==> config.mk <==
export PLATFORM = sky130hd
export DESIGN_NAME = drlm_line_monitor
export DESIGN_NICKNAME = d
export VERILOG_FILES = /design/src/inc/drlm_pkg.sv /design/src/rtl/drlm_line_monitor.sv /design/src/rtl/drlm_ring_rect.sv
export SDC_FILE = /design/constraint.sdc
export NUM_CORES = 1
export LEC_CHECK = 0
export ABC_CLOCK_PERIOD_IN_PS = 1600
export BUFFER_PORTS_ARGS = -buffer_cell sky130_fd_sc_hd__clkbuf_2
export CORE_MARGIN = 2
export CORE_UTILIZATION = 46
export CTS_CLUSTER_DIAMETER = 150
export CTS_CLUSTER_SIZE = 12
export DETAILED_ROUTE_END_ITERATION = 8
export GPL_ROUTABILITY_DRIVEN = 0
export PLACE_DENSITY = 0.76
export RECOVER_POWER = 50
export SYNTH_ARGS = -nofsm -noshare
export SYNTH_HDL_FRONTEND = slang
export SYNTH_SLANG_ARGS = --single-unit
==> constraint.sdc <==
create_clock -name ref_clk -period 1.6 [get_ports ref_clk]
set_input_delay 0.24 -clock ref_clk [delete_from_list [all_inputs] [get_ports ref_clk]]
set_output_delay 0.24 -clock ref_clk [all_outputs]
set_load 0.01 [all_outputs]
==> src/inc/drlm_pkg.sv <==
// Package of constants and types for the ring detect and line monitor block
package drlm_pkg;

  localparam logic [7:0] LINE_SENSE_OFFSET   = 8'h13;
  localparam int         SENSE_LSB           = 3;
  localparam int         SENSE_W             = 5;
  localparam logic [4:0] SENSE_ALL_ONES      = 5'h1f;
  localparam logic [4:0] SENSE_ALL_ZEROS     = 5'h00;
  localparam logic [4:0] SENSE_RESET         = 5'h00;
  localparam logic [7:0] RING_THRESHOLD      = 8'h20;
  localparam int         OFFHOOK_CNT_W       = 8;
  localparam logic [7:0] OFFHOOK_CNT_RESET   = 8'h00;

  typedef enum logic [1:0] {
    DRLM_SRC_ZERO,
    DRLM_SRC_PRESENCE,
    DRLM_SRC_CURRENT,
    DRLM_SRC_VOLTAGE
  } drlm_sense_src_t;

  typedef enum logic [1:0] {
    DRLM_SDO_RING,
    DRLM_SDO_LINE,
    DRLM_SDO_NONE
  } drlm_sdo_src_t;

  // Host control bits of the line interface
  typedef struct packed {
    logic mode;
    logic hook_off_request;
    logic onhook_monitor_enable;
    logic ring_rectifier_full_wave;
    logic ring_squelch;
  } drlm_ctrl_t;

  // Analog front end measurements, already converted
  typedef struct packed {
    logic [4:0] line_voltage_code;
    logic [4:0] loop_current_code;
    logic       line_voltage_present;
    logic [7:0] line_sample;
  } drlm_meas_t;

endpackage

==> src/rtl/drlm_line_monitor.sv <==
// Ring detect conditioning and line voltage / loop current sense top
//
// What this block does
// - Rectifier select 0 gives half-wave, 1 gives full-wave ring rectification.
// - Rectification mode affects both ring detect pin and serial data stream.
// - Five-bit sense reports voltage, current or monitor per mode bits.
// - On-hook voltage: 2.75 V/bit, 00000 no line, 11111 maximum.
// - Force on-hook goes on-hook without restarting the off-hook counter.
// - Mode 0, on-hook, monitor on: all ones with voltage, else zeros.
// - Off-hook reports loop current, 3 mA/bit, 11111 meaning overload.
`timescale 1ns/1ps
`default_nettype none
module drlm_line_monitor
  import drlm_pkg::*;
(
  input  wire logic        ref_clk,
  input  wire logic        rst,
  input  wire drlm_ctrl_t  ctrl,
  input  wire drlm_meas_t  meas,
  input  wire logic [7:0]  ring_sense_inputs,
  input  wire logic        reg_rd,
  input  wire logic [7:0]  reg_addr,
  output logic      [7:0]  reg_rdata_r,
  output logic             reg_rvalid_r,
  output logic             ring_detect_pin_r,
  output logic      [7:0]  serial_data_output_r,
  output logic             serial_data_valid_r,
  output logic             line_offhook_r,
  output logic [OFFHOOK_CNT_W-1:0] offhook_count_r
);

  logic [7:0]      rect;
  logic            ring_det;
  logic [4:0]      line_sense_value_r;
  logic [4:0]      line_sense_value_nxt;
  drlm_sense_src_t sense_src;
  drlm_sdo_src_t   sdo_src;
  logic            force_onhook;
  logic            offhook_nxt;
  logic            forced_onhook_r;

  function automatic drlm_sense_src_t sense_select(input drlm_ctrl_t c);
    if (c.mode) begin
      sense_select = DRLM_SRC_VOLTAGE;
    end else if (c.hook_off_request) begin
      sense_select = DRLM_SRC_CURRENT;
    end else if (c.onhook_monitor_enable) begin
      sense_select = DRLM_SRC_PRESENCE;
    end else begin
      sense_select = DRLM_SRC_ZERO;
    end
  endfunction

  drlm_ring_rect u_rect (
    .ref_clk           (ref_clk),
    .rst               (rst),
    .ring_sense_inputs (ring_sense_inputs),
    .full_wave         (ctrl.ring_rectifier_full_wave),
    .squelch           (ctrl.ring_squelch),
    .rect_r            (rect),
    .ring_det_r        (ring_det)
  );

  assign sense_src    = sense_select(ctrl);
  assign force_onhook = ctrl.mode && ctrl.hook_off_request;
  assign offhook_nxt  = ctrl.hook_off_request && !ctrl.mode;

  always_comb begin
    case (sense_src)
      DRLM_SRC_VOLTAGE:  line_sense_value_nxt = meas.line_voltage_code;
      DRLM_SRC_CURRENT:  line_sense_value_nxt = meas.loop_current_code;
      DRLM_SRC_PRESENCE: line_sense_value_nxt = meas.line_voltage_present ?
                           SENSE_ALL_ONES : SENSE_ALL_ZEROS;
      default:           line_sense_value_nxt = SENSE_ALL_ZEROS;
    endcase
  end

  // Codes pass through unscaled: the converter holds 2.75 V or 3 mA per step
  always_ff @(posedge ref_clk or posedge rst) begin
    if (rst) begin
      line_sense_value_r <= SENSE_RESET;
    end else begin
      line_sense_value_r <= line_sense_value_nxt;
    end
  end

  always_comb begin
    if (!ctrl.hook_off_request && !ctrl.onhook_monitor_enable) begin
      sdo_src = DRLM_SDO_RING;
    end else if (force_onhook && !ctrl.onhook_monitor_enable) begin
      sdo_src = DRLM_SDO_NONE;
    end else begin
      sdo_src = DRLM_SDO_LINE;
    end
  end

  always_ff @(posedge ref_clk or posedge rst) begin
    if (rst) begin
      serial_data_output_r <= 8'h00;
      serial_data_valid_r  <= 1'b0;
    end else begin
      case (sdo_src)
        DRLM_SDO_RING: begin
          serial_data_output_r <= rect;
          serial_data_valid_r  <= 1'b1;
        end
        DRLM_SDO_LINE: begin
          serial_data_output_r <= meas.line_sample;
          serial_data_valid_r  <= 1'b1;
        end
        default: begin
          serial_data_output_r <= 8'h00;
          serial_data_valid_r  <= 1'b0;
        end
      endcase
    end
  end

  always_ff @(posedge ref_clk or posedge rst) begin
    if (rst) begin
      ring_detect_pin_r <= 1'b0;
    end else begin
      ring_detect_pin_r <= ring_det;
    end
  end

  // Remembers a force on-hook until the line truly rests on-hook
  always_ff @(posedge ref_clk or posedge rst) begin
    if (rst) begin
      forced_onhook_r <= 1'b0;
    end else if (force_onhook) begin
      forced_onhook_r <= 1'b1;
    end else if (!offhook_nxt) begin
      forced_onhook_r <= 1'b0;
    end
  end

  // Off-hook counter restarts only on a real on-hook to off-hook move
  always_ff @(posedge ref_clk or posedge rst) begin
    if (rst) begin
      line_offhook_r  <= 1'b0;
      offhook_count_r <= OFFHOOK_CNT_RESET;
    end else begin
      line_offhook_r <= offhook_nxt;
      if (offhook_nxt && !line_offhook_r && !forced_onhook_r) begin
        offhook_count_r <= OFFHOOK_CNT_RESET;
      end else if (offhook_nxt && offhook_count_r != '1) begin
        offhook_count_r <= offhook_count_r + 1'b1;
      end
    end
  end

  // Read-only register port; no write path reaches the sense field
  always_ff @(posedge ref_clk or posedge rst) begin
    if (rst) begin
      reg_rdata_r  <= 8'h00;
      reg_rvalid_r <= 1'b0;
    end else begin
      reg_rvalid_r <= reg_rd;
      if (reg_rd && reg_addr == LINE_SENSE_OFFSET) begin
        reg_rdata_r <= {line_sense_value_r, 3'b000};
      end else if (reg_rd) begin
        reg_rdata_r <= 8'h00;
      end
    end
  end

  a_sense_presence : assert property (@(posedge ref_clk) disable iff (rst)
    (!ctrl.mode && !ctrl.hook_off_request && ctrl.onhook_monitor_enable)
    |=> line_sense_value_r ==
        ($past(meas.line_voltage_present) ? 5'h1f : 5'h00))
    else $error("monitor presence code wrong");
  a_sense_current : assert property (@(posedge ref_clk) disable iff (rst)
    (!ctrl.mode && ctrl.hook_off_request)
    |=> line_sense_value_r == $past(meas.loop_current_code))
    else $error("loop current not reported off-hook");
  a_sense_voltage : assert property (@(posedge ref_clk) disable iff (rst)
    ctrl.mode |=> line_sense_value_r == $past(meas.line_voltage_code))
    else $error("line voltage not reported");
  a_sense_idle : assert property (@(posedge ref_clk) disable iff (rst)
    (ctrl == '0) |=> line_sense_value_r == 5'h00)
    else $error("idle sense not zero");
  a_force_hold : assert property (@(posedge ref_clk) disable iff (rst)
    (line_offhook_r && force_onhook) |=> !line_offhook_r ##0
    offhook_count_r == $past(offhook_count_r))
    else $error("force on-hook disturbed the counter");
  a_read_sense : assert property (@(posedge ref_clk) disable iff (rst)
    (reg_rd && reg_addr == LINE_SENSE_OFFSET) |=> reg_rvalid_r &&
    reg_rdata_r == {$past(line_sense_value_r), 3'b000})
    else $error("sense read data wrong");
  a_ring_stream : assert property (@(posedge ref_clk) disable iff (rst)
    (!ctrl.hook_off_request && !ctrl.onhook_monitor_enable) |=>
    serial_data_valid_r && serial_data_output_r == $past(rect))
    else $error("ring data missing on stream");
  a_ring_pin : assert property (@(posedge ref_clk) disable iff (rst)
    1'b1 |=> ring_detect_pin_r == ($past(rect) >= RING_THRESHOLD))
    else $error("ring pin not following detector");

  c_ring_seen : cover property (@(posedge ref_clk) ring_detect_pin_r);
  c_force_on : cover property (@(posedge ref_clk)
    line_offhook_r ##1 force_onhook);
  c_overload : cover property (@(posedge ref_clk)
    line_offhook_r && line_sense_value_r == 5'h1f);

endmodule
`default_nettype wire

==> src/rtl/drlm_ring_rect.sv <==
// Ring input rectifier with squelch and ring threshold detector
`timescale 1ns/1ps
`default_nettype none
module drlm_ring_rect
  import drlm_pkg::*;
(
  input  wire logic       ref_clk,
  input  wire logic       rst,
  input  wire logic [7:0] ring_sense_inputs,
  input  wire logic       full_wave,
  input  wire logic       squelch,
  output logic      [7:0] rect_r,
  output logic            ring_det_r
);

  logic [7:0] rect_nxt;

  // Signed differential ring sample; squelch forces the path to rest
  always_comb begin
    if (squelch) begin
      rect_nxt = 8'h00;
    end else if (!ring_sense_inputs[7]) begin
      rect_nxt = ring_sense_inputs;
    end else if (full_wave) begin
      rect_nxt = 8'(-ring_sense_inputs);
    end else begin
      rect_nxt = 8'h00;
    end
  end

  always_ff @(posedge ref_clk or posedge rst) begin
    if (rst) begin
      rect_r     <= 8'h00;
      ring_det_r <= 1'b0;
    end else begin
      rect_r     <= rect_nxt;
      ring_det_r <= (rect_nxt >= RING_THRESHOLD);
    end
  end

  a_half_wave_neg : assert property (@(posedge ref_clk) disable iff (rst)
    (!full_wave && !squelch && ring_sense_inputs[7]) |=> rect_r == 8'h00)
    else $error("negative half cycle passed in half-wave mode");
  a_full_wave_abs : assert property (@(posedge ref_clk) disable iff (rst)
    (full_wave && !squelch && ring_sense_inputs[7]) |=>
    rect_r == 8'(-$past(ring_sense_inputs)))
    else $error("full-wave output is not the magnitude");

endmodule
`default_nettype wire

==> flow_summary.yaml, run 1 <==
outcome:
  status: "completed"
grt:
  grt_max_degree: 41
  antenna_found_initial: 0
  grt_pass1_wl_um: 5990
  grt_use_total_pct: 18.0
  first_global_vias: 1421
  gr-total-overflow: 0
timing:
  rsz0062_at_grt: "false"
  drv_slew: 0
  clock.fmax_mhz: 650
  fin_crit_ns: 1.54
  hold_violations: 0
  worstMarginPinSlew_ns: 0.943
  period_share_pct: 96.1
  fin_worst_skew_ns: 0.00670
  hold_ws_ns: 0.145
  setup_viol_count_final: 0
  setup_tns_ns: 0
  slew_headroom_pct: 37.2
placement:
  dp.cells: 285
  dpl-instance-area_sq_um: 2200
  portBuffers: 67
  dp_hpwl_um: 2900
layout:
  final_area_sq_um: 2260
  syn2layout_area_growth_pct: 26.4
  drive_gt1_share_pct: 34.0
  fin_cells: 292
  diodes: 0
  fin_nets: 289
worst_setup_path:
  cp-end-kind: "flip-flop"
  worstPathArrival_ns: 1.71
  reg2reg_depth: 4
  r2r_slack_ns: 0.06
  critPathTopFamily: "simple AND/OR/NAND/NOR gates"
  path_class: "flip-flop to flip-flop"
  cp_cell_sequence: "and3_1, and2_1, a31oi_1, mux2_2"
  r2r_start: "offhook_count_r[5]"
  crit_fanout: 4
  required_ns: 1.77
  path_buf_inv: 0
  max_stage_delay_ns: 0.41
  cpMaxStageDelayCell: "dfrtp_1"
  rr_endpoint: "offhook_count_r[3]"
  cp-start-kind: "flip-flop"
cts:
  h-tree-depth: 2
  clock_latency_ns: 0.28
  cts_inserted_buffers: 5
  post_cts_resized: 0
  tritoncts: "yes"
  clock_sinks: 40
  clk_pin_slew_worst_paths_ns: 0.07
  cts_hold_buffers: 0
  postCtsSetupBuffers: 0
  root_buffer: "clkbuf_8"
  cts_buffer_depth: 2
power_and_ir_drop:
  ir_worst_vdd_v: 0.000480
  p_per_area_nw_per_um2: 938
  report.power.total_mw: 2.12
  p_leak_nw: 1.14
flow_run:
  cap_viol_max_count: 0
min_path:
  min_to: "u_rect.rect_r[7]"
  hp-class: "input port to flip-flop"
  holdCritStartpoint: "ctrl[0]"
  hold_path_depth: 2
route:
  drt-initial-drc-count: 97
  drtPass1Iterations: 6
  drtAntennaViolNets: 0
  drc_errors: 0
  wl_um: 3730
  wl_per_cell_um: 12.8
  vias: 1482
  viasPerCell: 5.08
logic_synthesis:
  syn_area_per_cell_sq_um: 10.5
  ys_ff_latch: 40
  synth_warnings: 0
  ys_seq_area_share_pct: 55.9
  synth_edf_count: 0
  ys.flop_type: "dfrtp_1"
  syn-cell-area_sq_um: 1790
  synth_cells: 170
  synthArstFlopShare_pct: 100
  synth_cell_types: 42
floorplan:
  dieWidth_um: 66.4
  start_util_pct: 48.5
  die_h_um: 66.4
  dieArea_sq_um: 4400
  ios: 71
  rows: 22
  coreArea_sq_um: 3690
-- cells in the final DEF (no fill, tap or decap), types with 2 or more instances in the layout --
cell type / count
a31oi_1: 2
conb_1: 3
clkbuf_8: 5
nor2_1: 16
nor2b_1: 3
o21ai_0: 9
clkbuf_1: 7
a22o_1: 8
clkbuf_2: 65
and2_1: 2
dfrtp_1: 40
a21oi_1: 8
nand2_1: 15
xor2_1: 5
xnor2_1: 2
nand4_1: 3
nor3_1: 3
inv_1: 11
nand3_1: 2
a211oi_1: 3
o22ai_1: 5
nor4_2: 2
buf_4: 4
-- worst reg2reg max path: stages, from the launching register on --
cell and delay, ns:
dfrtp_1 0.41, and3_1 0.22, and2_1 0.19, a31oi_1 0.25, mux2_2 0.36
-- power by group --
group          switching, mW  total, mW  internal (mW)
logic                  0.200      0.364          0.163
clock network          0.304      0.600          0.296
registers             0.0661       1.16           1.09
-- cell families after synthesis --
logic type	after synthesis	share of synthesized area [%]
AOI/OAI and AO/OA	42	16.2
muxes	2	1.19
adders and majority gates	2	1.40
DFF	40	55.9
xor gates and xnor gates	7	3.43
buffers and inverters	21	5.24
other	1	0.210
and+or+nand+nor	55	16.4
-- state kept, by name, summed over array words and instances, names as in the netlist --
signal                count
u_rect.rect_r             8
reg_rvalid_r              1
u_rect.ring_det_r         1
ring_detect_pin_r         1
offhook_count_r           8
serial_data_valid_r       1
line_offhook_r            1
forced_onhook_r           1
line_sense_value_r        5
serial_data_output_r      8
reg_rdata_r               5
-- synthesized netlist by cell type (3+ instances only) --
cell type	number	area, sq um
dfrtp_1	40	1000
nor2_1	16	60.1
nand2_1	15	56.3
inv_1	11	41.3
o21ai_0	9	45.0
a21oi_1	8	40.0
a22o_1	8	70.1
o22ai_1	5	31.3
xor2_1	5	43.8
clkbuf_1	4	15.0
a211oi_1	3	22.5
buf_4	3	22.5
nand4_1	3	18.8
nor2b_1	3	18.8
nor3_1	3	15.0
-- final cells by class --
class | instances | area (sq um)
fill | 319 | 1430
sequential | 40 | 1000
multi-input combinational | 111 | 704
timing repair buffer | 75 | 378
clock buffer | 6 | 72.6
tap | 48 | 60.1
inverter | 11 | 41.3
clock inverter | 1 | 5.00
-- worst max-delay path by stage --
| stage | from | end | cells past startpoint |
|---|---|---|---|
| after global placement | ring_sense_inputs[0] | u_rect.ring_det_r | 7 |
| after floorplan | offhook_count_r[4] | offhook_count_r[3] | 4 |
| after global routing | offhook_count_r[5] | offhook_count_r[3] | 4 |
| final | offhook_count_r[5] | offhook_count_r[3] | 4 |
| after detailed placement | ring_sense_inputs[0] | u_rect.ring_det_r | 7 |
| after CTS | offhook_count_r[5] | offhook_count_r[3] | 4 |
-- through the flow --
step	util [%]	worst slack (ns)
after floorplan	-	0.112
after global placement	59.6	0.0607
after detailed placement	59.6	-0.00198
after CTS	61.7	0.0674
after global routing	61.3	0.00704
final	61.3	0.0618
-- layer usage --
| metal | GRT usage, % | part of all wire (%) | wire length [um] |
|---|---|---|---|
| met4 | 8.93 | 1.7 | 65 |
| met1 | 21.2 | 41 | 1530 |
| met5 | 0 | 0 | 0 |
| met2 | 31.5 | 51 | 1890 |
| met3 | 3.07 | 6.5 | 241 |
No activity file was read; power rests on OpenSTA's default activity.
==> run 2, diff against run 1 <==
--- a/config.mk
+++ b/config.mk
@@ -9,6 +9,7 @@
 export BUFFER_PORTS_ARGS = -buffer_cell sky130_fd_sc_hd__clkbuf_2
 export CORE_MARGIN = 2
 export CORE_UTILIZATION = 46
+export CTS_BUF_LIST = sky130_fd_sc_hd__clkbuf_8
 export CTS_CLUSTER_DIAMETER = 150
 export CTS_CLUSTER_SIZE = 12
 export DETAILED_ROUTE_END_ITERATION = 8
==> constraint.sdc (replaced) <==
create_clock -name ref_clk -period 1.6 [get_ports ref_clk]
set_input_delay 0.24 -clock ref_clk [delete_from_list [all_inputs] [get_ports ref_clk]]
set_output_delay 0.24 -clock ref_clk [all_outputs]
set_load 0.02 [all_outputs]
==> flow_summary.yaml, run 2 (synthesis results as in run 1) <==
outcome:
  status: "completed"
power_and_ir_drop:
  p_leak_nw: 1.14
  p_switching_uw: 617
  ir_worst_vdd_v: 0.000520
  seqPwrFrac_pct: 53.6
  p_int_mw: 1.55
  combPwrFrac_pct: 19.0
  p_per_area_nw_per_um2: 956
  swShare_pct: 28.5
  clkPwrFrac_pct: 27.5
worst_setup_path:
  cp_cell_sequence: "and3_1, and2_1, a31oi_1, mux2_2"
  cp.depth: 4
  r2r_slack_ns: 0.06
  path_class: "flip-flop to flip-flop"
  cpMaxStageDelayCell: "dfrtp_1"
  rr_endpoint: "offhook_count_r[3]"
  reg2reg_depth: 4
  cp-end-kind: "flip-flop"
  cp-start-kind: "flip-flop"
  crit_fanout: 4
  required_ns: 1.77
  max_stage_delay_ns: 0.41
  path_buf_inv: 0
  r2r_start: "offhook_count_r[5]"
  worstPathArrival_ns: 1.71
  critPathTopFamily: "simple AND/OR/NAND/NOR gates"
cts:
  tritoncts: "yes"
  postCtsSetupBuffers: 0
  clock_latency_ns: 0.28
  cts_buffer_depth: 2
  root_buffer: "clkbuf_8"
  clk_pin_slew_worst_paths_ns: 0.07
  clock_sinks: 40
  h-tree-depth: 2
  cts_inserted_buffers: 5
flow_run:
  cap_viol_max_count: 0
timing:
  drv_slew: 0
  fin_worst_skew_ns: 0.00645
  fin_crit_ns: 1.54
  period_share_pct: 96.1
  postLayoutSetupSlackWorst_ns: 0.0618
  hold_violations: 0
  hold_ws_ns: 0.145
  slew_headroom_pct: 37.2
  rsz0062_at_grt: "false"
  worstMarginPinSlew_ns: 0.943
  clock.fmax_mhz: 650
  setup_viol_count_final: 0
floorplan:
  dieWidth_um: 66.4
  rows: 22
  ios: 71
  coreArea_sq_um: 3690
  die_h_um: 66.4
  start_util_pct: 48.5
  dieArea_sq_um: 4400
layout:
  drive_gt1_share_pct: 34.0
  final_common_cell: "clkbuf_2"
  diodes: 0
  reg_top3: "offhook_count_r: 8 flops, serial_data_output_r: 8 flops, u_rect.rect_r: 8 flops"
  fillers: 319
  fin_nets: 289
  syn2layout_area_growth_pct: 26.4
  most-common-layout-cells: "clkbuf_2, dfrtp_1, nor2_1"
route:
  viasPerCell: 5.08
  wl_per_cell_um: 12.8
  wl_um: 3730
  drtAntennaViolNets: 0
  vias: 1482
  drt-initial-drc-count: 97
  drc_errors: 0
  drtPass1Iterations: 6
min_path:
  min_to: "u_rect.rect_r[7]"
  hp-class: "input port to flip-flop"
  holdCritStartpoint: "ctrl[0]"
  hold_path_depth: 2
placement:
  dpl_worst_slack_ns: -0.00198
  dp_hpwl_um: 2900
  portBuffers: 67
grt:
  first_global_vias: 1421
  antenna_found_initial: 0
  grt_max_degree: 41
  grt_pass1_wl_um: 5990
  gr-total-overflow: 0
  grt_use_total_pct: 18.0
[run 2: changes by cell type in the layout (fill, tap and decap cells not counted)]
cell      before  now
inv_1         11   12
clkbuf_1       7    6
[run 2: cell type report]
type                            instances  area, sq um  area share [%]
Clock buffer                            5         68.8            3.04
Clock inverter                          2         8.76           0.387
Inverter                               11         41.3            1.83
Multi-Input combinational cell        111          704            31.1
Sequential cell                        40         1000            44.2
Tap cell                               48         60.1            2.65
Timing Repair Buffer                   75          378            16.7
[run 2: per-layer routing]
metal	vias up	wire length [um]	track usage [%]
li1	735	-	-
met1	683	1530	21.2
met2	57	1890	31.5
met3	7	241	3.07
met4	0	65	8.93
met5	-	0	0
[run 2: stage by stage]
step	instance area [sq um]	TNS (ns)	power (mW)	cells	utilization [%]
floorplan	1800	0	1.42	172	-
finish	2260	0	2.16	292	61.3
global route	2260	0	2.27	292	61.3
CTS	2280	0	2.18	292	61.7
global placement	2200	0	1.58	285	59.6
detailed placement	2200	-0.00198	1.59	285	59.6
[run 2: repair_timing]
action,in CTS,in global routing
setup endpoints to repair,0,1
hold buffers,0,0
resized for setup,0,1
[run 2: how the worst max path moves through the flow]
stage                    endpoint                  from
2_1_floorplan  offhook_count_r[3]    offhook_count_r[4]
3_3_place_gp    u_rect.ring_det_r  ring_sense_inputs[0]
5_1_grt        offhook_count_r[3]    offhook_count_r[5]
6_report       offhook_count_r[3]    offhook_count_r[5]
4_1_cts        offhook_count_r[3]    offhook_count_r[5]
3_5_place_dp    u_rect.ring_det_r  ring_sense_inputs[0]
[run 2: power groups by stage]
stage	Sequential, mW	Clock (mW)	Combinational [mW]
2_1_floorplan	1.23	0	0.183
3_3_place_gp	1.17	0	0.405
3_5_place_dp	1.17	0	0.416
4_1_cts	1.16	0.609	0.418
5_1_grt	1.17	0.645	0.457
6_report	1.16	0.594	0.411
==> run 3, diff against run 2 <==
--- a/config.mk
+++ b/config.mk
@@ -8,13 +8,13 @@
 export ABC_CLOCK_PERIOD_IN_PS = 1600
 export BUFFER_PORTS_ARGS = -buffer_cell sky130_fd_sc_hd__clkbuf_2
 export CORE_MARGIN = 2
-export CORE_UTILIZATION = 46
+export CORE_UTILIZATION = 50
 export CTS_BUF_LIST = sky130_fd_sc_hd__clkbuf_8
 export CTS_CLUSTER_DIAMETER = 150
 export CTS_CLUSTER_SIZE = 12
 export DETAILED_ROUTE_END_ITERATION = 8
 export GPL_ROUTABILITY_DRIVEN = 0
-export PLACE_DENSITY = 0.76
+export PLACE_DENSITY = 0.82
 export RECOVER_POWER = 50
 export SYNTH_ARGS = -nofsm -noshare
 export SYNTH_HDL_FRONTEND = slang
==> flow_summary.yaml, run 3 (synthesis results as in run 1) <==
timing:
  worstMarginPinSlew_ns: 0.929
  clock.fmax_mhz: 660
  drv_slew: 0
  slew_headroom_pct: 38.0
  fin_worst_skew_ns: 0.00593
  period_share_pct: 94.7
  hold_violations: 0
  fin_crit_ns: 1.52
  postLayoutSetupSlackWorst_ns: 0.0846
  hold_ws_ns: 0.150
  setup_viol_count_final: 0
  setup_tns_ns: 0
  rsz0062_at_grt: "false"
cts:
  cts_inserted_buffers: 5
  clk_pin_slew_worst_paths_ns: 0.07
  clock_latency_ns: 0.28
  h-tree-depth: 2
  tritoncts: "yes"
  root_buffer: "clkbuf_8"
  cts_hold_buffers: 0
  clock_sinks: 40
  cts_buffer_depth: 2
grt:
  antenna_found_initial: 0
  first_global_vias: 1409
  grt_max_degree: 41
  gr-total-overflow: 0
  grt_pass1_wl_um: 6200
  grt_use_total_pct: 19.7
min_path:
  hp-class: "input port to flip-flop"
  min_to: "u_rect.rect_r[7]"
  hold_path_depth: 2
  holdCritStartpoint: "ctrl[0]"
worst_setup_path:
  crit_fanout: 4
  cp-start-kind: "flip-flop"
  rr_endpoint: "offhook_count_r[3]"
  worstPathArrival_ns: 1.68
  reg2reg_depth: 4
  r2r_start: "offhook_count_r[5]"
  cp-end-kind: "flip-flop"
  required_ns: 1.76
  r2r_slack_ns: 0.08
  path_class: "flip-flop to flip-flop"
  crit_start: "offhook_count_r[5]"
route:
  drc_errors: 0
  wl_um: 3660
  drt-initial-drc-count: 41
  vias: 1475
  drtAntennaViolNets: 0
  wl_per_cell_um: 12.6
  drtPass1Iterations: 4
  viasPerCell: 5.09
floorplan:
  dieWidth_um: 63.8
  coreArea_sq_um: 3390
  start_util_pct: 52.8
  rows: 21
  dieArea_sq_um: 4070
  die_h_um: 63.8
  ios: 71
layout:
  diodes: 0
  syn2layout_area_growth_pct: 26.8
  final_area_sq_um: 2270
  fin_cells: 290
  drive_gt1_share_pct: 33.6
  reg_top3: "offhook_count_r: 8 flops, serial_data_output_r: 8 flops, u_rect.rect_r: 8 flops"
  fin_nets: 288
  most-common-layout-cells: "clkbuf_2, dfrtp_1, nor2_1"
  final_common_cell: "clkbuf_2"
flow_run:
  cap_viol_max_count: 0
power_and_ir_drop:
  p_leak_nw: 1.15
  ir_worst_vdd_v: 0.000694
  p_per_area_nw_per_um2: 969
placement:
  dpl_worst_slack_ns: -0.0136
  dp.cells: 282
  dpl-instance-area_sq_um: 2190
  portBuffers: 67
  dp_hpwl_um: 2850
outcome:
  status: "completed"
[run 3: cell count changes in the layout (fill, tap and decap cells not counted)]
cell      delta
clkinv_2     -1
ha_2         -1
clkbuf_8     +1
ha_1         +1
a31oi_1      -1
inv_1        +1
a31oi_2      +1
buf_4        -1
[run 3: cell type report]
cell class	count	area [sq um]
inverters	11	41.3
well taps	46	57.6
repair buffers	74	370
clock buffers	6	82.6
flip-flops and latches	40	1000
multi-input cells	111	708
clock inverters	2	7.51
fillers	299	1120
[run 3: worst max-delay path by stage]
stage / end / slack, ns
3_5_place_dp: u_rect.ring_det_r / -0.01
5_1_grt: offhook_count_r[0] / 0.01
6_report: offhook_count_r[3] / 0.08
3_3_place_gp: u_rect.ring_det_r / 0.07
2_1_floorplan: offhook_count_r[3] / 0.05
4_1_cts: offhook_count_r[3] / 0.05
[run 3: metrics by stage]
| step | total power [mW] | util, % |
|---|---|---|
| floorplan | 1.42 | - |
| global placement | 1.57 | 64.6 |
| detailed placement | 1.58 | 64.6 |
| CTS | 2.22 | 67.3 |
| global route | 2.33 | 66.9 |
| finish | 2.20 | 66.9 |
[run 3: what timing repair did]
action,CTS,global route
buffers inserted,0,0
setup endpoints to repair,0,1
resized for setup,0,1
[run 3: power breakdown]
group,internal [mW],total [mW],switching (mW)
Sequential,1.09,1.15,0.0567
Clock,0.338,0.641,0.303
Combinational,0.159,0.408,0.248
Total,1.59,2.20,0.608
[run 3: worst max-delay path: stages, from the launching register on]
cell and delay [ns]:
dfrtp_1 0.40, and3_1 0.22, and2_1 0.21, a31oi_2 0.21
mux2_2 0.36
[run 3: routing by layer]
layer  up-vias  wire (um)  track usage [%]
met5         -          0                0
met4         0         66             8.70
met3         6        250             4.75
met2        64       1830             34.0
met1       666       1510             23.2
li1        739          -                -
